--- src/cpw_pkg.sv ---
package cpw_pkg;
    // Avalon byte addresses, one 32-bit word per register
    localparam logic [4:0] CPW_ADDR_CONTROL = 5'h00;
    localparam logic [4:0] CPW_ADDR_HOLD_LOW = 5'h04;
    localparam logic [4:0] CPW_ADDR_HOLD_HIGH = 5'h08;
    localparam logic [4:0] CPW_ADDR_TIMER_SEL = 5'h0C;
    localparam logic [4:0] CPW_ADDR_STATUS = 5'h10;
    localparam int CPW_ADDR_W = 5;
    localparam int CPW_DATA_W = 32;

    // Control register layout
    localparam int CPW_CTL_EN_BIT = 7;
    localparam int CPW_CTL_OUT_BIT = 5;
    localparam int CPW_CTL_FMT_BIT = 4;
    localparam int CPW_CTL_MODE_LSB = 0;
    localparam int CPW_MODE_W = 4;
    localparam logic [7:0] CPW_CTL_WRITE_MASK = 8'h9F;
    localparam logic [7:0] CPW_CTL_RESET = 8'h00;
    localparam logic [7:0] CPW_HOLD_RESET = 8'h00;
    localparam logic [1:0] CPW_TSEL_RESET = 2'h0;
    localparam int CPW_STAT_EVENT_BIT = 0;

    // Channel mode codes
    typedef enum logic [3:0] {
        CPW_MODE_OFF = 4'b0000,
        CPW_MODE_TOGGLE_CLR = 4'b0001,
        CPW_MODE_TOGGLE = 4'b0010,
        CPW_MODE_SET = 4'b1000,
        CPW_MODE_CLEAR = 4'b1001,
        CPW_MODE_SW_PULSE = 4'b1010,
        CPW_MODE_PULSE_CLR = 4'b1011
    } cpw_mode_type;
    localparam logic [1:0] CPW_PWM_MODE_TOP = 2'b11;

    // Period timer selection and prescale codes
    localparam int CPW_NUM_TIMERS = 3;
    localparam logic [1:0] CPW_TSEL_RESERVED = 2'b11;
    localparam logic [1:0] CPW_PRESCALE_1TO1 = 2'b00;

    // One period-timer step spans four system clocks at 1:1 prescale
    localparam int CPW_CLK_MHZ = 100;
    localparam int CPW_STEP_CLOCKS = 4;
    localparam logic [1:0] CPW_PHASE_ZERO = 2'h0;
    localparam logic [1:0] CPW_PHASE_ONE = 2'h1;
    localparam logic [9:0] CPW_DUTY_ZERO = 10'h000;
endpackage

--- src/cpw_channel.sv ---
// What this block does
// - Mode 1010 never takes the pin; only internal compare output and flag react.
// - Compare runs on the system clock; a stopped clock detects no match.
// - Modes 1011 and 1010 drive compare output high while timer equals holding pair.
// - Modes 0001 and 0010 invert the output on each match.
// - Mode 1001 drives output low on match; mode 1000 drives it high.
// - Compare output feeds neighbour logic and the pin remap unit.
// - PWM mode makes a pulse of up to 10 bits on the pin.
// - Control register all zeros releases the pin.
// - The channel has its own selection of period timer.
// - PWM period is (limit+1) times four clocks times prescale.
// - On step after timer equals limit, set pin unless duty zero, latch duty.
// - The period timer postscaler has no effect on PWM.
// - Alignment 0: duty upper bits in high byte 1:0, lower eight in low byte.
// - Alignment 1: duty low bits in low byte 7:6, upper eight in high byte.
// - Duty writes take effect only after the current period ends.
// - Time base is timer plus two low bits from phase counter or prescaler.
// - When time base equals latched duty, pin goes low for the period rest.
// - Duty resolution reaches ten bits only when limit is 255.
// - A pulse width beyond the period leaves the pin level unchanged.
// - Mode 11xx selects PWM; mode 0000 turns off and resets internal state.
// - Modes 0001 and 1011 also clear the 16-bit timer on a match.
// - Timer select 00, 01, 10 pick timers one to three; 11 is reserved.
// - Enable bit turns the channel on; read-only bit shows output level.
`timescale 1ns/10ps
`default_nettype none
module cpw_channel #(
    parameter int TIMER_COUNT = cpw_pkg::CPW_NUM_TIMERS
) (
    // Clock and reset
    input wire logic clock,
    input wire logic sys_rst,
    // Avalon-MM slave
    input wire logic [cpw_pkg::CPW_ADDR_W-1:0] avs_address,
    input wire logic avs_read,
    input wire logic avs_write,
    input wire logic [cpw_pkg::CPW_DATA_W-1:0] avs_writedata,
    input wire logic [3:0] avs_byteenable,
    output logic [cpw_pkg::CPW_DATA_W-1:0] avs_readdata,
    output logic avs_waitrequest,
    // Sixteen-bit time base
    input wire logic [15:0] sixteen_bit_timebase,
    output logic timebase_clear,
    // Eight-bit period timers
    input wire logic [TIMER_COUNT-1:0][7:0] eight_bit_period_timer,
    input wire logic [TIMER_COUNT-1:0][7:0] period_limit_value,
    input wire logic [TIMER_COUNT-1:0][1:0] timer_prescale_field,
    input wire logic [TIMER_COUNT-1:0][1:0] prescaler_low_bits,
    input wire logic [TIMER_COUNT-1:0] period_timer_step,
    // Pin and internal outputs
    output logic cmp_pwm_channel_pin,
    output logic cmp_pwm_channel_pin_oe,
    output logic channel_signal,
    output logic compare_event
);
    import cpw_pkg::*;

    logic [7:0] channel_control_reg;
    logic [7:0] holding_low_byte_reg;
    logic [7:0] holding_high_byte_reg;
    logic [1:0] pwm_timer_select_reg;
    logic compare_event_flag_reg;
    logic ack_reg;
    logic out_reg;
    logic match_reg;
    logic [1:0] phase_reg;
    logic [9:0] duty_latch_reg;
    logic timebase_clear_reg;
    logic compare_event_reg;

    logic enable;
    logic [3:0] mode;
    logic fmt;
    logic pwm_mode;
    logic compare_mode;
    logic bus_req;
    logic bus_write;
    logic bus_read;
    logic status_clear;
    logic match_now;
    logic match_rise;
    logic [15:0] holding_pair;
    logic [9:0] pulse_width_value;
    logic [TIMER_COUNT-1:0] reload_hit;
    logic reload;
    logic [7:0] sel_count;
    logic [1:0] sel_prescale;
    logic [1:0] sel_low;
    logic sel_step;
    logic [1:0] tb_low;
    logic [9:0] tb_now;
    logic tb_carry;
    logic pulse_mode;

    assign enable = channel_control_reg[CPW_CTL_EN_BIT];
    assign mode = channel_control_reg[CPW_CTL_MODE_LSB +: CPW_MODE_W];
    assign fmt = channel_control_reg[CPW_CTL_FMT_BIT];
    assign pwm_mode = enable && (mode[3:2] == CPW_PWM_MODE_TOP);
    assign compare_mode = enable && (mode == CPW_MODE_TOGGLE_CLR || mode == CPW_MODE_TOGGLE
        || mode == CPW_MODE_SET || mode == CPW_MODE_CLEAR || mode == CPW_MODE_SW_PULSE
        || mode == CPW_MODE_PULSE_CLR);
    assign pulse_mode = (mode == CPW_MODE_SW_PULSE) || (mode == CPW_MODE_PULSE_CLR);

    // Bus: one wait cycle, then the access completes
    assign bus_req = avs_read || avs_write;
    assign avs_waitrequest = bus_req && !ack_reg;
    assign bus_write = avs_write && ack_reg && avs_byteenable[0];
    assign bus_read = avs_read && !ack_reg;
    assign status_clear = bus_write && (avs_address == CPW_ADDR_STATUS)
        && avs_writedata[CPW_STAT_EVENT_BIT];

    always_ff @(posedge clock or posedge sys_rst) begin
        if (sys_rst) begin
            ack_reg <= 1'b0;
        end else begin
            ack_reg <= bus_req && !ack_reg;
        end
    end

    always_ff @(posedge clock or posedge sys_rst) begin
        if (sys_rst) begin
            avs_readdata <= '0;
        end else if (bus_read) begin
            case (avs_address)
                CPW_ADDR_CONTROL: begin
                    avs_readdata <= {24'h000000, channel_control_reg[7:6], out_reg,
                        channel_control_reg[4:0]};
                end
                CPW_ADDR_HOLD_LOW: avs_readdata <= {24'h000000, holding_low_byte_reg};
                CPW_ADDR_HOLD_HIGH: avs_readdata <= {24'h000000, holding_high_byte_reg};
                CPW_ADDR_TIMER_SEL: avs_readdata <= {30'h00000000, pwm_timer_select_reg};
                CPW_ADDR_STATUS: avs_readdata <= {31'h00000000, compare_event_flag_reg};
                default: avs_readdata <= '0;
            endcase
        end
    end

    always_ff @(posedge clock or posedge sys_rst) begin
        if (sys_rst) begin
            channel_control_reg <= CPW_CTL_RESET;
            holding_low_byte_reg <= CPW_HOLD_RESET;
            holding_high_byte_reg <= CPW_HOLD_RESET;
            pwm_timer_select_reg <= CPW_TSEL_RESET;
        end else if (bus_write) begin
            case (avs_address)
                CPW_ADDR_CONTROL: channel_control_reg <= avs_writedata[7:0] & CPW_CTL_WRITE_MASK;
                // Duty may change at any time; the latch below shields the pin
                CPW_ADDR_HOLD_LOW: holding_low_byte_reg <= avs_writedata[7:0];
                CPW_ADDR_HOLD_HIGH: holding_high_byte_reg <= avs_writedata[7:0];
                CPW_ADDR_TIMER_SEL: pwm_timer_select_reg <= avs_writedata[1:0];
                default: ;
            endcase
        end
    end

    // Compare path; with the clock stopped nothing here advances
    assign holding_pair = {holding_high_byte_reg, holding_low_byte_reg};
    assign match_now = compare_mode && (sixteen_bit_timebase == holding_pair);
    assign match_rise = match_now && !match_reg;

    always_ff @(posedge clock or posedge sys_rst) begin
        if (sys_rst) begin
            match_reg <= 1'b0;
        end else begin
            match_reg <= match_now;
        end
    end

    always_ff @(posedge clock or posedge sys_rst) begin
        if (sys_rst) begin
            compare_event_flag_reg <= 1'b0;
            compare_event_reg <= 1'b0;
        end else begin
            compare_event_reg <= match_rise;
            // A new match wins over a clear in the same cycle
            if (match_rise) begin
                compare_event_flag_reg <= 1'b1;
            end else if (status_clear) begin
                compare_event_flag_reg <= 1'b0;
            end
        end
    end

    always_ff @(posedge clock or posedge sys_rst) begin
        if (sys_rst) begin
            timebase_clear_reg <= 1'b0;
        end else begin
            timebase_clear_reg <= match_rise && ((mode == CPW_MODE_TOGGLE_CLR)
                || (mode == CPW_MODE_PULSE_CLR));
        end
    end

    // Period timer selection; postscaler is deliberately not an input
    generate
        for (genvar i = 0; i < TIMER_COUNT; i++) begin : g_reload
            assign reload_hit[i] = period_timer_step[i]
                && (eight_bit_period_timer[i] == period_limit_value[i]);
        end
    endgenerate

    always_comb begin
        sel_count = '0;
        sel_prescale = CPW_PRESCALE_1TO1;
        sel_low = '0;
        sel_step = 1'b0;
        reload = 1'b0;
        if (pwm_timer_select_reg != CPW_TSEL_RESERVED
            && int'(pwm_timer_select_reg) < TIMER_COUNT) begin
            sel_count = eight_bit_period_timer[pwm_timer_select_reg];
            sel_prescale = timer_prescale_field[pwm_timer_select_reg];
            sel_low = prescaler_low_bits[pwm_timer_select_reg];
            sel_step = period_timer_step[pwm_timer_select_reg];
            reload = reload_hit[pwm_timer_select_reg];
        end
    end

    // Duty value unpacked from the holding pair by alignment
    assign pulse_width_value = fmt ? {holding_high_byte_reg, holding_low_byte_reg[7:6]}
        : {holding_high_byte_reg[1:0], holding_low_byte_reg};

    // Phase counter restarts with each timer step so the low bits stay aligned
    always_ff @(posedge clock or posedge sys_rst) begin
        if (sys_rst) begin
            phase_reg <= CPW_PHASE_ZERO;
        end else if (sel_step) begin
            phase_reg <= CPW_PHASE_ONE;
        end else begin
            phase_reg <= phase_reg + CPW_PHASE_ONE;
        end
    end

    assign tb_low = (sel_prescale == CPW_PRESCALE_1TO1) ? phase_reg : sel_low;
    // At 1:1 the low bits run one clock ahead, so their wrap to zero belongs to the next count
    assign tb_carry = (sel_prescale == CPW_PRESCALE_1TO1) && (phase_reg == CPW_PHASE_ZERO);
    assign tb_now = {sel_count + {7'h00, tb_carry}, tb_low};

    always_ff @(posedge clock or posedge sys_rst) begin
        if (sys_rst) begin
            duty_latch_reg <= CPW_DUTY_ZERO;
        end else if (!pwm_mode) begin
            duty_latch_reg <= CPW_DUTY_ZERO;
        end else if (reload) begin
            duty_latch_reg <= pulse_width_value;
        end
    end

    // Output level for every mode
    always_ff @(posedge clock or posedge sys_rst) begin
        if (sys_rst) begin
            out_reg <= 1'b0;
        end else if (!enable || mode == CPW_MODE_OFF) begin
            out_reg <= 1'b0;
        end else if (pwm_mode) begin
            if (reload) begin
                out_reg <= (pulse_width_value != CPW_DUTY_ZERO);
            end else if (tb_now == duty_latch_reg) begin
                // Width beyond the period never matches, so the level holds
                out_reg <= 1'b0;
            end
        end else if (compare_mode) begin
            if (pulse_mode) begin
                out_reg <= match_now;
            end else if (match_rise) begin
                case (mode)
                    CPW_MODE_TOGGLE_CLR: out_reg <= !out_reg;
                    CPW_MODE_TOGGLE: out_reg <= !out_reg;
                    CPW_MODE_SET: out_reg <= 1'b1;
                    CPW_MODE_CLEAR: out_reg <= 1'b0;
                    default: out_reg <= out_reg;
                endcase
            end
        end
    end

    // Pin ownership: off, disabled and the software-event mode leave the pin alone
    always_ff @(posedge clock or posedge sys_rst) begin
        if (sys_rst) begin
            cmp_pwm_channel_pin_oe <= 1'b0;
        end else begin
            cmp_pwm_channel_pin_oe <= (pwm_mode || compare_mode)
                && (mode != CPW_MODE_SW_PULSE);
        end
    end

    assign cmp_pwm_channel_pin = out_reg;
    assign channel_signal = out_reg;
    assign compare_event = compare_event_reg;
    assign timebase_clear = timebase_clear_reg;

    // Checks
    AST_SW_MODE_NO_PIN: assert property (@(posedge clock) disable iff (sys_rst)
        (enable && mode == CPW_MODE_SW_PULSE) |=> !cmp_pwm_channel_pin_oe)
        else $error("pin taken in software event mode");

    AST_PULSE_FOLLOWS_MATCH: assert property (@(posedge clock) disable iff (sys_rst)
        (compare_mode && pulse_mode && $stable(channel_control_reg))
        |=> (channel_signal == $past(match_now)))
        else $error("pulse output does not follow the match");

    AST_TOGGLE_ON_MATCH: assert property (@(posedge clock) disable iff (sys_rst)
        (match_rise && (mode == CPW_MODE_TOGGLE || mode == CPW_MODE_TOGGLE_CLR))
        |=> (channel_signal != $past(channel_signal)))
        else $error("toggle missed on match");

    AST_SET_CLEAR_ON_MATCH: assert property (@(posedge clock) disable iff (sys_rst)
        (match_rise && (mode == CPW_MODE_SET || mode == CPW_MODE_CLEAR))
        |=> (channel_signal == ($past(mode) == CPW_MODE_SET)))
        else $error("set or clear wrong on match");

    AST_ZERO_RELEASES_PIN: assert property (@(posedge clock) disable iff (sys_rst)
        (channel_control_reg == CPW_CTL_RESET) |=> !cmp_pwm_channel_pin_oe && !out_reg)
        else $error("pin held with control cleared");

    AST_RELOAD_SETS_PIN: assert property (@(posedge clock) disable iff (sys_rst)
        (pwm_mode && reload) |=> (cmp_pwm_channel_pin == (duty_latch_reg != CPW_DUTY_ZERO))
        && (duty_latch_reg == $past(pulse_width_value)))
        else $error("period start wrong");

    AST_DUTY_CLEARS_PIN: assert property (@(posedge clock) disable iff (sys_rst)
        (pwm_mode && !reload && tb_now == duty_latch_reg && $stable(channel_control_reg))
        |=> !cmp_pwm_channel_pin)
        else $error("pin not cleared at duty match");

    AST_TIMER_CLEAR_PULSE: assert property (@(posedge clock) disable iff (sys_rst)
        (match_rise && (mode == CPW_MODE_TOGGLE_CLR || mode == CPW_MODE_PULSE_CLR))
        |=> timebase_clear ##1 !timebase_clear)
        else $error("timer clear pulse missing");

    AST_EVENT_FLAG: assert property (@(posedge clock) disable iff (sys_rst)
        match_rise |=> compare_event && compare_event_flag_reg)
        else $error("compare event not flagged");

    AST_DUTY_HELD: assert property (@(posedge clock) disable iff (sys_rst)
        (pwm_mode && $past(pwm_mode) && !$past(reload)) |-> $stable(duty_latch_reg))
        else $error("duty latch changed mid period");

    AST_PWM_TAKES_PIN: assert property (@(posedge clock) disable iff (sys_rst)
        pwm_mode |=> cmp_pwm_channel_pin_oe)
        else $error("pin not taken in pwm mode");

    AST_OFF_CLEARS_LATCH: assert property (@(posedge clock) disable iff (sys_rst)
        !pwm_mode |=> (duty_latch_reg == CPW_DUTY_ZERO))
        else $error("duty latch kept outside pwm mode");

    AST_ZERO_DUTY_LOW: assert property (@(posedge clock) disable iff (sys_rst)
        (pwm_mode && reload && pulse_width_value == CPW_DUTY_ZERO) |=> !cmp_pwm_channel_pin)
        else $error("pin set with zero duty");

    AST_CLEAR_ONLY_CLR_MODES: assert property (@(posedge clock) disable iff (sys_rst)
        (match_rise && mode != CPW_MODE_TOGGLE_CLR && mode != CPW_MODE_PULSE_CLR)
        |=> !timebase_clear)
        else $error("timer clear in a mode without clear");

    AST_EVENT_NEEDS_MATCH: assert property (@(posedge clock) disable iff (sys_rst)
        compare_event |-> $past(match_rise))
        else $error("compare event without match");

    AST_FLAG_STICKY: assert property (@(posedge clock) disable iff (sys_rst)
        (compare_event_flag_reg && !status_clear) |=> compare_event_flag_reg)
        else $error("event flag lost without clear");

    AST_OUT_BIT_READ: assert property (@(posedge clock) disable iff (sys_rst)
        (bus_read && avs_address == CPW_ADDR_CONTROL)
        |=> (avs_readdata[CPW_CTL_OUT_BIT] == $past(out_reg)))
        else $error("output bit read wrong");

    AST_RESERVED_NO_PERIOD: assert property (@(posedge clock) disable iff (sys_rst)
        (pwm_mode && pwm_timer_select_reg == CPW_TSEL_RESERVED) |=> $stable(duty_latch_reg))
        else $error("reserved timer select reloaded duty");

    AST_WAIT_ONE_CYCLE: assert property (@(posedge clock) disable iff (sys_rst)
        (bus_req && !ack_reg) |=> !avs_waitrequest)
        else $error("bus answer late");
endmodule
`default_nettype wire

--- config.mk ---
export PLATFORM = sky130hd
export DESIGN_NAME = cpw_channel
export DESIGN_NICKNAME = d
export VERILOG_FILES = /design/src/cpw_pkg.sv /design/src/cpw_channel.sv
export SDC_FILE = /design/constraint.sdc
export NUM_CORES = 1
export LEC_CHECK = 0
export ABC_CLOCK_PERIOD_IN_PS = 4800
export BUFFER_PORTS_ARGS = -buffer_cell sky130_fd_sc_hd__buf_4
export CAP_MARGIN = 10
export CORE_ASPECT_RATIO = 0.8
export CORE_MARGIN = 1.5
export CORE_UTILIZATION = 45
export CTS_CLUSTER_SIZE = 28
export DETAILED_ROUTE_END_ITERATION = 6
export PLACE_DENSITY = 0.86
export SYNTH_ARGS = -nofsm -noshare
export SYNTH_HDL_FRONTEND = slang
export SYNTH_SLANG_ARGS = --single-unit
--- constraint.sdc ---
create_clock -name clock -period 4.8 [get_ports clock]
set_clock_uncertainty 0.1 [all_clocks]
set_input_delay 0.24 -clock clock [delete_from_list [all_inputs] [get_ports clock]]
set_output_delay 0.24 -clock clock [all_outputs]
set_load 0.05 [all_outputs]
==> results of run 1 <==
==> metrics by stage <==
stage / setup slack (ps) / instance area [um^2]
after floorplan: 1990 / 3840
after global placement: 1750 / 4560
after detailed placement: 1670 / 4560
after CTS: 1620 / 4680
after global routing: 1340 / 4680
final: 1630 / 4680
==> power by group through the flow <==
stage                     logic, mW  clock network [mW]  registers (mW)
after global routing          0.347               0.329           0.498
after floorplan               0.238                   0           0.484
final                         0.321               0.311           0.494
after detailed placement      0.320                   0           0.501
after global placement        0.313                   0           0.498
after CTS                     0.322               0.316           0.492
==> Yosys cell counts, types with 3 or more instances <==
cell type | number | share of area [%]
nand4_1 | 8 | 1.3
nand2_1 | 21 | 2.1
nor4_1 | 6 | 1.0
and3_1 | 3 | 0.50
ha_1 | 3 | 1.0
mux2i_1 | 30 | 8.0
nand3b_1 | 5 | 1.0
nand2b_1 | 5 | 0.83
xnor2_1 | 35 | 8.2
dfrtp_1 | 51 | 34
a21oi_1 | 17 | 2.3
mux2_2 | 35 | 10
nor2b_1 | 4 | 0.67
nor3_1 | 5 | 0.67
xor2_1 | 17 | 4.0
buf_4 | 29 | 5.8
buf_1 | 4 | 0.40
nand3_1 | 9 | 1.2
nor2_1 | 25 | 2.5
inv_1 | 6 | 0.60
o21ai_0 | 14 | 1.9
clkbuf_1 | 7 | 0.70
==> final cells by class <==
class	count	area, um^2
tap	108	135
sequential	51	1280
clock inverter	2	35.0
fill	669	3340
inverter	6	22.5
timing repair buffer	113	848
multi-input combinational	306	2280
clock buffer	6	82.6
==> worst paths after layout <==
check                           depth (start not counted)                     from                  endpoint  slack (ps)
worst max-delay path                                   11  pwm_timer_select_reg[0]            channel_signal        1630
worst min-delay path                                    2         avs_writedata[6]  holding_high_byte_reg[6]          70
worst max register to register                         11  pwm_timer_select_reg[0]            channel_signal        1630
worst min register to register                          1             phase_reg[0]              phase_reg[0]         360
max in group asynchronous                               2                  sys_rst   holding_low_byte_reg[0]        3850
min in group asynchronous                               2                  sys_rst   holding_low_byte_reg[6]         100
==> worst max-delay path, cell delays in order, from the launching register on <==
cell,delay [ps]
dfrtp_1,500
nor2b_1,590
nand2_1,110
o21ai_0,110
ha_1,300
ha_1,340
nand3_1,110
a221o_1,320
a22oi_1,140
nand4_1,140
o21ai_2,160
mux2i_1,180
==> cell families (layout without fill, tap and decap cells) <==
family,count (synthesis),after routing
AOI/OAI and AO/OA,52,52
xor gates and xnor gates,53,53
adders and majority gates,3,3
buffers and inverters,48,127
DFF,51,51
muxes,67,67
other,1,24
and+or+nand+nor,107,107
==> per-layer routing <==
layer  up-vias  share of wire [%]  GRT usage [%]
met5         -                  0              0
met4         0                1.8           6.35
met3        23                7.0           4.50
met2       113                 49           35.8
met1      1566                 42           28.3
li1       1510                  -              -
==> placed cells by master, fill, tap and decap left out, types with 3 or more instances in the layout <==
cell type,Yosys,layout
a21oi_1,17,17
and3_1,3,3
buf_4,29,113
clkbuf_8,0,6
conb_1,1,24
dfrtp_1,51,51
ha_1,3,3
inv_1,6,5
mux2_2,35,35
mux2i_1,30,30
nand2_1,21,21
nand2b_1,5,5
nand3_1,9,9
nand3b_1,5,5
nand4_1,8,8
nor2_1,25,25
nor2b_1,4,4
nor3_1,5,5
nor4_1,6,6
o21ai_0,14,14
xnor2_1,35,35
xor2_1,17,17
==> flow_summary.json, run 1 <==
{
  "worstPathMaxFanout": 8,
  "overflow": 0,
  "ant_nets": 0,
  "arrival_ps": 3300,
  "grt_max_degree": 52,
  "viasPerCell": 5.43,
  "worst_slew_margin_rel_pct": 29.4,
  "grt_pass1_vias": 3117,
  "post_route_cells_drive_above_1_share_pct": 34.7,
  "required_ps": 4930,
  "clockBufferDepth": 2,
  "powerDensity_nw_per_um2": 241,
  "fin_crit_ps": 3170,
  "drt_iter0_drc": 226,
  "antenna_found_initial": 0,
  "combPwrFrac_pct": 28.5,
  "clock-sinks": 51,
  "route.detailed.drc": 0,
  "startpoint_type": "flop",
  "setup_tns_ps": 0,
  "cp-end-kind": "flop",
  "whs_ps": 65.5,
  "finalCritPeriodShare_pct": 66.0,
  "async_flop_share_pct": 100,
  "postLayoutCoreUtil_pct": 58.3,
  "rsz0062_at_grt": "no",
  "fp.dieArea_um2": 8910,
  "ios": 162,
  "synthXorXnorAreaFrac_pct": 12.6,
  "start_util_pct": 46.8,
  "dr.pass1.iters": 5,
  "syn_to_final_growth_pct": 24.5,
  "routedWlPerCell_um": 16.0,
  "synth_compound_area_share_pct": 9.43,
  "netlist_instances": 382,
  "ir_drop_mv": 0.162,
  "hold_viol_final": 0,
  "synth_fa_ha_area_share_pct": 0.999,
  "grt_pass1_wl_um": 15200,
  "min_path_type": "primary input to flop",
  "yosysSeqAreaShare_pct": 34.0,
  "ctsResizeCount": 0,
  "cts_buffers": 5,
  "status": "finished, final reports clean",
  "place_hpwl_um": 7590,
  "seq_power_share_pct": 43.9,
  "syn_area_per_cell_um2": 9.83,
  "die_w_um": 105,
  "cts_max_level": 2,
  "synth_cell_types": 55,
  "clkPwrFrac_pct": 27.6,
  "portBuffers": 110,
  "p_leak_nw": 2.13,
  "die_h_um": 84.7,
  "total_power_mw": 1.13,
  "grt_usage_pct": 21.5,
  "synth_area_um2": 3760,
  "drt_wl_total_um": 9490,
  "cts_tree": "yes",
  "dr_total_vias": 3212,
  "crit_type": "flop to flop",
  "dp_cells": 584,
  "synth_edf_count": 0,
  "p_int_mw": 0.774,
  "p_sw_share_pct": 31.3,
  "tightestPinTransition_ps": 1060,
  "postCtsSetupBuffers": 0,
  "synth_top_family_by_area": "multiplexers",
  "cts_hold_buf": 0,
  "rows": 29,
  "largest_register_ffs": 10,
  "n_antenna_cell": 0,
  "synth_seq_cells": 51,
  "core_um2": 8020,
  "slew_viol_final": 0,
  "synth-main-ff-cell": "dfrtp_1",
  "cap_violations": 0,
  "path_clk_slew_ps": 90,
  "clockRootBuffer": "clkbuf_8",
  "synth_mux_area_share_pct": 19.7,
  "fin_nets": 610,
  "finalSetupViolations": 0,
  "clk_latency_ps": 310,
  "synth-simple-area-share_pct": 15.3,
  "gp_congestion": 0.860,
  "yosysWarnings": 0,
  "max_freq_mhz": 316,
  "power.switching_mw": 0.352,
  "final_cells": 592
}
No activity file was read; power rests on OpenSTA's default activity.
==> inputs of run 2 (changes only) <==
==> config.mk (replaced) <==
export PLATFORM = sky130hd
export DESIGN_NAME = cpw_channel
export DESIGN_NICKNAME = d
export VERILOG_FILES = /design/src/cpw_pkg.sv /design/src/cpw_channel.sv
export SDC_FILE = /design/constraint.sdc
export NUM_CORES = 1
export LEC_CHECK = 0
export ABC_CLOCK_PERIOD_IN_PS = 2800
export BUFFER_PORTS_ARGS = -buffer_cell sky130_fd_sc_hd__buf_4
export CAP_MARGIN = 10
export CORE_ASPECT_RATIO = 0.8
export CORE_MARGIN = 1.5
export CORE_UTILIZATION = 44
export CTS_CLUSTER_SIZE = 28
export DETAILED_ROUTE_END_ITERATION = 6
export PLACE_DENSITY = 0.88
export SYNTH_ARGS = -nofsm -noshare
export SYNTH_HDL_FRONTEND = slang
export SYNTH_SLANG_ARGS = --single-unit
==> constraint.sdc (replaced) <==
create_clock -name clock -period 2.8 [get_ports clock]
set_clock_uncertainty 0.1 [all_clocks]
set_input_delay 0.14 -clock clock [delete_from_list [all_inputs] [get_ports clock]]
set_output_delay 0.14 -clock clock [all_outputs]
set_load 0.05 [all_outputs]
==> run 2 against run 1 <==
Against the previous run:
- sequential share of layout area fell by 1.1 points
- the run now ends with hold timing left
- sequential power is 71% higher
- register-to-register slack lost 1600 ps
- clock power increased by 48%
- via count increased by 4.9%
- global-route usage hardly changed
- design area up 4.3%
- critical path type unchanged
- first-iteration DRC count is 12% higher
- power increased by 70%
- final cell count is 2.4% higher
- non-clock buffer count rose by 14
- die area up 2.2%
==> flow_summary.json, run 2 (synthesis gave the netlist of run 1 again) <==
{
  "status": "finished, violations left",
  "violations": "hold timing",
  "mostFrequentLayoutCell": "buf_4",
  "worstPathMaxFanout": 7,
  "fp.dieArea_um2": 9100,
  "cts_buffers": 5,
  "n_fill_cell": 650,
  "overflow": 0,
  "ir_drop_mv": 0.249,
  "postLayoutCoreUtil_pct": 60.3,
  "powerDensity_nw_per_um2": 393,
  "rsz0062_at_grt": "yes",
  "start_util_pct": 46.4,
  "cap_violations": 0,
  "path_depth": 12,
  "grt_pass1_vias": 3246,
  "max_freq_mhz": 366,
  "drt_iter0_drc": 253,
  "ant_nets": 0,
  "slowest_delay_ps": 470,
  "clock-sinks": 51,
  "reg2regPathDepth": 12,
  "viasPerCell": 5.56,
  "place_ws_ps": -77.2,
  "routedWlPerCell_um": 16.8,
  "grt_pass1_wl_um": 15600,
  "critical-path-slowest-cell": "dfrtp_2",
  "antenna_found_initial": 0,
  "gp_congestion": 0.836,
  "clk_latency_ps": 300,
  "cts_max_level": 2,
  "drt_wl_total_um": 10200,
  "layout_common_cells": "buf_4 (118), dfrtp_1 (49), mux2_2 (35), xnor2_1 (35), mux2i_1 (30)",
  "finalCritPeriodShare_pct": 97.6,
  "portBuffers": 110,
  "clkPwrFrac_pct": 24.0,
  "crit_type": "flop to flop",
  "path_cells": "o21bai_4 -> a211oi_4 -> nor2b_1 -> ha_2 -> ha_4 -> inv_4 -> a21oi_2 -> a221o_1 -> a22oi_1 -> nand4_1 -> o21ai_2 -> mux2i_1",
  "path_clk_slew_ps": 90,
  "worst_slew_margin_rel_pct": 31.1,
  "startpoint_type": "flop",
  "dp_cells": 590,
  "cp-end-kind": "flop",
  "tightestPinTransition_ps": 1030,
  "n_antenna_cell": 0,
  "fin_nets": 624,
  "seq_power_share_pct": 44.2,
  "cts_tree": "yes",
  "worst_slack_ps": 66.0,
  "hold_viol_final": 20,
  "clockBufferDepth": 2,
  "clockRootBuffer": "clkbuf_8",
  "grt_usage_pct": 21.5,
  "rows": 29,
  "route.detailed.drc": 0,
  "crit_family": "compound AO/OA/AOI/OAI gates",
  "min_path_type": "primary input to asynchronous set/reset pin",
  "total_power_mw": 1.91,
  "arrival_ps": 2860,
  "dr.pass1.iters": 5,
  "syn_to_final_growth_pct": 29.8,
  "power.switching_mw": 0.619,
  "die_h_um": 85.6,
  "ios": 162,
  "post_route_cells_drive_above_1_share_pct": 37.1,
  "final_cells": 606,
  "fin_crit_ps": 2730,
  "final_area_um2": 4880,
  "core_um2": 8090,
  "slew_viol_final": 0,
  "crit_buf_inv": 1,
  "p_leak_nw": 2.20,
  "grt_max_degree": 52,
  "combPwrFrac_pct": 31.8,
  "place_hpwl_um": 7880,
  "die_w_um": 106,
  "largest_register_ffs": 10,
  "whs_ps": -7.24,
  "setup_tns_ps": 0,
  "dr_total_vias": 3370,
  "dpl-instance-area_um2": 4630,
  "p_sw_share_pct": 32.4,
  "required_ps": 2930,
  "p_int_mw": 1.30,
  "finalSetupViolations": 0
}
run 2: cell count changes in the layout (fill, tap and decap cells not counted), moves of 2 or more:
| cell | delta |
|---|---|
| dlygate4sd3_1 | +7 |
| buf_4 | +5 |
| buf_12 | +2 |
| dfrtp_1 | -2 |
| dfrtp_2 | +2 |
| ha_1 | -2 |
| nor4_1 | -2 |
run 2: metal layers:
metal | GRT usage [%] | share of wire (%)
met1 | 27.7 | 41
met2 | 37.1 | 51
met3 | 4.41 | 6.7
met4 | 5.16 | 1.6
met5 | 0 | 0
run 2: timing repair:
item,in CTS,in global routing
hold buffers,5,2
endpoints found under the hold margin,13,3
setup buffers,0,1
pin swaps,2,5
gates resized for setup,2,15
setup endpoints to repair,1,1
run 2: power by group through the flow:
stage / sequential [mW] / clock (mW) / combinational (mW)
final: 0.846 / 0.460 / 0.608
after global routing: 0.852 / 0.494 / 0.654
after CTS: 0.841 / 0.462 / 0.587
after detailed placement: 0.856 / 0 / 0.576
after global placement: 0.851 / 0 / 0.558
after floorplan: 0.829 / 0 / 0.411
run 2: cell type report:
type / count / area (um^2) / share of cell area [%]
clock buffer: 8 / 100 / 2.05
sequential: 51 / 1280 / 26.2
multi-input combinational: 306 / 2340 / 48.0
inverter: 6 / 25.0 / 0.513
timing repair buffer: 127 / 996 / 20.4
tap: 108 / 135 / 2.77
run 2: path summary, 6_finish.rpt:
kind	slack, ps	from	endpoint
worst max register to register	70	pwm_timer_select_reg[0]	channel_signal
worst min register to register	390	compare_event_flag_reg	compare_event_flag_reg
worst max-delay path	70	pwm_timer_select_reg[0]	channel_signal
worst min-delay path	-7	sys_rst	holding_low_byte_reg[5]
min in group clock	30	avs_writedata[0]	holding_high_byte_reg[0]
max in group asynchronous	1900	sys_rst	pwm_timer_select_reg[0]
==> inputs of run 3 (changes only) <==
--- a/config.mk
+++ b/config.mk
@@ -13,6 +13,7 @@
 export CORE_UTILIZATION = 44
 export CTS_CLUSTER_SIZE = 28
 export DETAILED_ROUTE_END_ITERATION = 6
+export HOLD_SLACK_MARGIN = 0.15
 export PLACE_DENSITY = 0.88
 export SYNTH_ARGS = -nofsm -noshare
 export SYNTH_HDL_FRONTEND = slang
==> run 3 against run 2 <==
Against the previous run:
- utilization up 0.99 points
- global-route usage is 0.25 points higher
- first-iteration DRC count down 9.5%
- hold slack improved by 180 ps
- die area unchanged
- clock-buffer cell count unchanged
- the run now ends clean
- largest cell class unchanged
==> flow_summary.json, run 3 (synthesis gave the netlist of run 1 again) <==
{
  "rows": 29,
  "ios": 162,
  "core_um2": 8090,
  "dr_total_vias": 3365,
  "finalSetupViolations": 0,
  "worstPathMaxFanout": 7,
  "clk_latency_ps": 300,
  "max_freq_mhz": 366,
  "drt_wl_total_um": 10300,
  "fin_crit_ps": 2740,
  "regToRegSetupSlack_ps": 60,
  "postLayoutCoreUtil_pct": 61.3,
  "grt_max_degree": 52,
  "place_hpwl_um": 7880,
  "hold_end": "phase_reg[0]",
  "viasPerCell": 5.48,
  "cts_max_level": 2,
  "drt_iter0_drc": 229,
  "cts_buffers": 5,
  "worstReg2RegStart": "pwm_timer_select_reg[0]",
  "seq_area_um2": 1280,
  "p_leak_nw": 2.23,
  "tightestPinTransition_ps": 1060,
  "finalCritPeriodShare_pct": 97.7,
  "routedWlPerCell_um": 16.8,
  "die_w_um": 106,
  "grt_usage_pct": 21.7,
  "startpoint_type": "flop",
  "reg2regPathDepth": 12,
  "post_route_cells_drive_above_1_share_pct": 36.6,
  "grt_pass1_vias": 3277,
  "ant_nets": 0,
  "syn_to_final_growth_pct": 32.0,
  "layout_common_cells": "buf_4 (118), dfrtp_1 (49), mux2_2 (35), xnor2_1 (35), mux2i_1 (30)",
  "mostFrequentLayoutCell": "buf_4",
  "holdPathStages": 5,
  "worst_slew_margin_rel_pct": 29.3,
  "cap_violations": 0,
  "cp-startpoint": "pwm_timer_select_reg[0]",
  "whs_ps": 172,
  "arrival_ps": 2870,
  "largest_register_ffs": 10,
  "hold_start": "period_timer_step[2]",
  "path_clk_slew_ps": 90,
  "powerDensity_nw_per_um2": 389,
  "min_path_type": "primary input to flop",
  "ir_drop_mv": 0.253,
  "clockRootBuffer": "clkbuf_8",
  "start_util_pct": 46.4,
  "grt_pass1_wl_um": 15800,
  "overflow": 0,
  "clockBufferDepth": 2,
  "clock-sinks": 51,
  "antenna_found_initial": 0,
  "portBuffers": 110,
  "crit_type": "flop to flop",
  "n_antenna_cell": 0,
  "dr.pass1.iters": 5,
  "route.detailed.drc": 0,
  "worst_r2r_endpoint": "channel_signal",
  "n_fill_cell": 638,
  "hold_viol_final": 0,
  "cts_tree": "yes",
  "fin_nets": 632,
  "cp-end-kind": "flop",
  "slew_viol_final": 0,
  "die_h_um": 85.6,
  "status": "finished, final reports clean",
  "multiInputGateArea_um2": 2340,
  "rsz0062_at_grt": "yes",
  "required_ps": 2930,
  "fp.dieArea_um2": 9100,
  "gp_congestion": 0.836
}
## run 3: what timing repair did
item / CTS / global route
pin swaps: 2 / 5
setup endpoints to repair: 1 / 1
resized for setup: 2 / 15
setup buffers: 0 / 1
hold endpoints to repair: 79 / 0
hold buffers: 15 / 0
## run 3: stage by stage
| stage | std cells | cell area [um^2] | power (mW) | worst slack (ps) | TNS [ps] |
|---|---|---|---|---|---|
| 2_1_floorplan | 405 | 3860 | 1.24 | 13.5 | 0 |
| 3_3_place_gp | 590 | 4630 | 1.41 | 50.6 | 0 |
| 3_5_place_dp | 590 | 4630 | 1.43 | -77.2 | -77.2 |
| 4_1_cts | 613 | 4890 | 1.90 | 5.61 | 0 |
| 5_1_grt | 614 | 4960 | 2.01 | -37.0 | -37.0 |
| 6_report | 614 | 4960 | 1.93 | 64.9 | 0 |
## run 3: cell type report
cell class,instances,share of cell area [%]
Multi-Input combinational cell,306,47.2
Timing Repair Buffer,135,21.7
Clock buffer,8,2.02
Tap cell,108,2.73
Inverter,6,0.505
Sequential cell,51,25.8
## run 3: how the worst max path moves through the flow
| stage | end | slack, ps |
|---|---|---|
| final | channel_signal | 60 |
| after global routing | channel_signal | -40 |
| after CTS | channel_signal | 6 |
| after detailed placement | channel_signal | -80 |
| after global placement | channel_signal | 50 |
| after floorplan | channel_signal | 10 |
## run 3: worst max-delay path, cell delays in order, from the launching register on
cell	delay, ps
dfrtp_2	470
o21bai_4	200
a211oi_4	300
nor2b_1	90
ha_2	220
ha_4	200
inv_4	70
a21oi_2	40
a221o_1	310
a22oi_1	160
nand4_1	140
o21ai_2	170
mux2i_1	190
## run 3: power breakdown
| part | switching (mW) | internal, mW | total (mW) |
|---|---|---|---|
| Clock | 0.237 | 0.226 | 0.463 |
| Sequential | 0.0709 | 0.775 | 0.846 |
| Combinational | 0.317 | 0.302 | 0.619 |
## run 3: layer usage
| metal | routed length (um) | global-route usage, % |
|---|---|---|
| met1 | 4120 | 28.0 |
| met2 | 5310 | 37.6 |
| met3 | 733 | 4.41 |
| met4 | 151 | 5.16 |
| met5 | 0 | 0 |
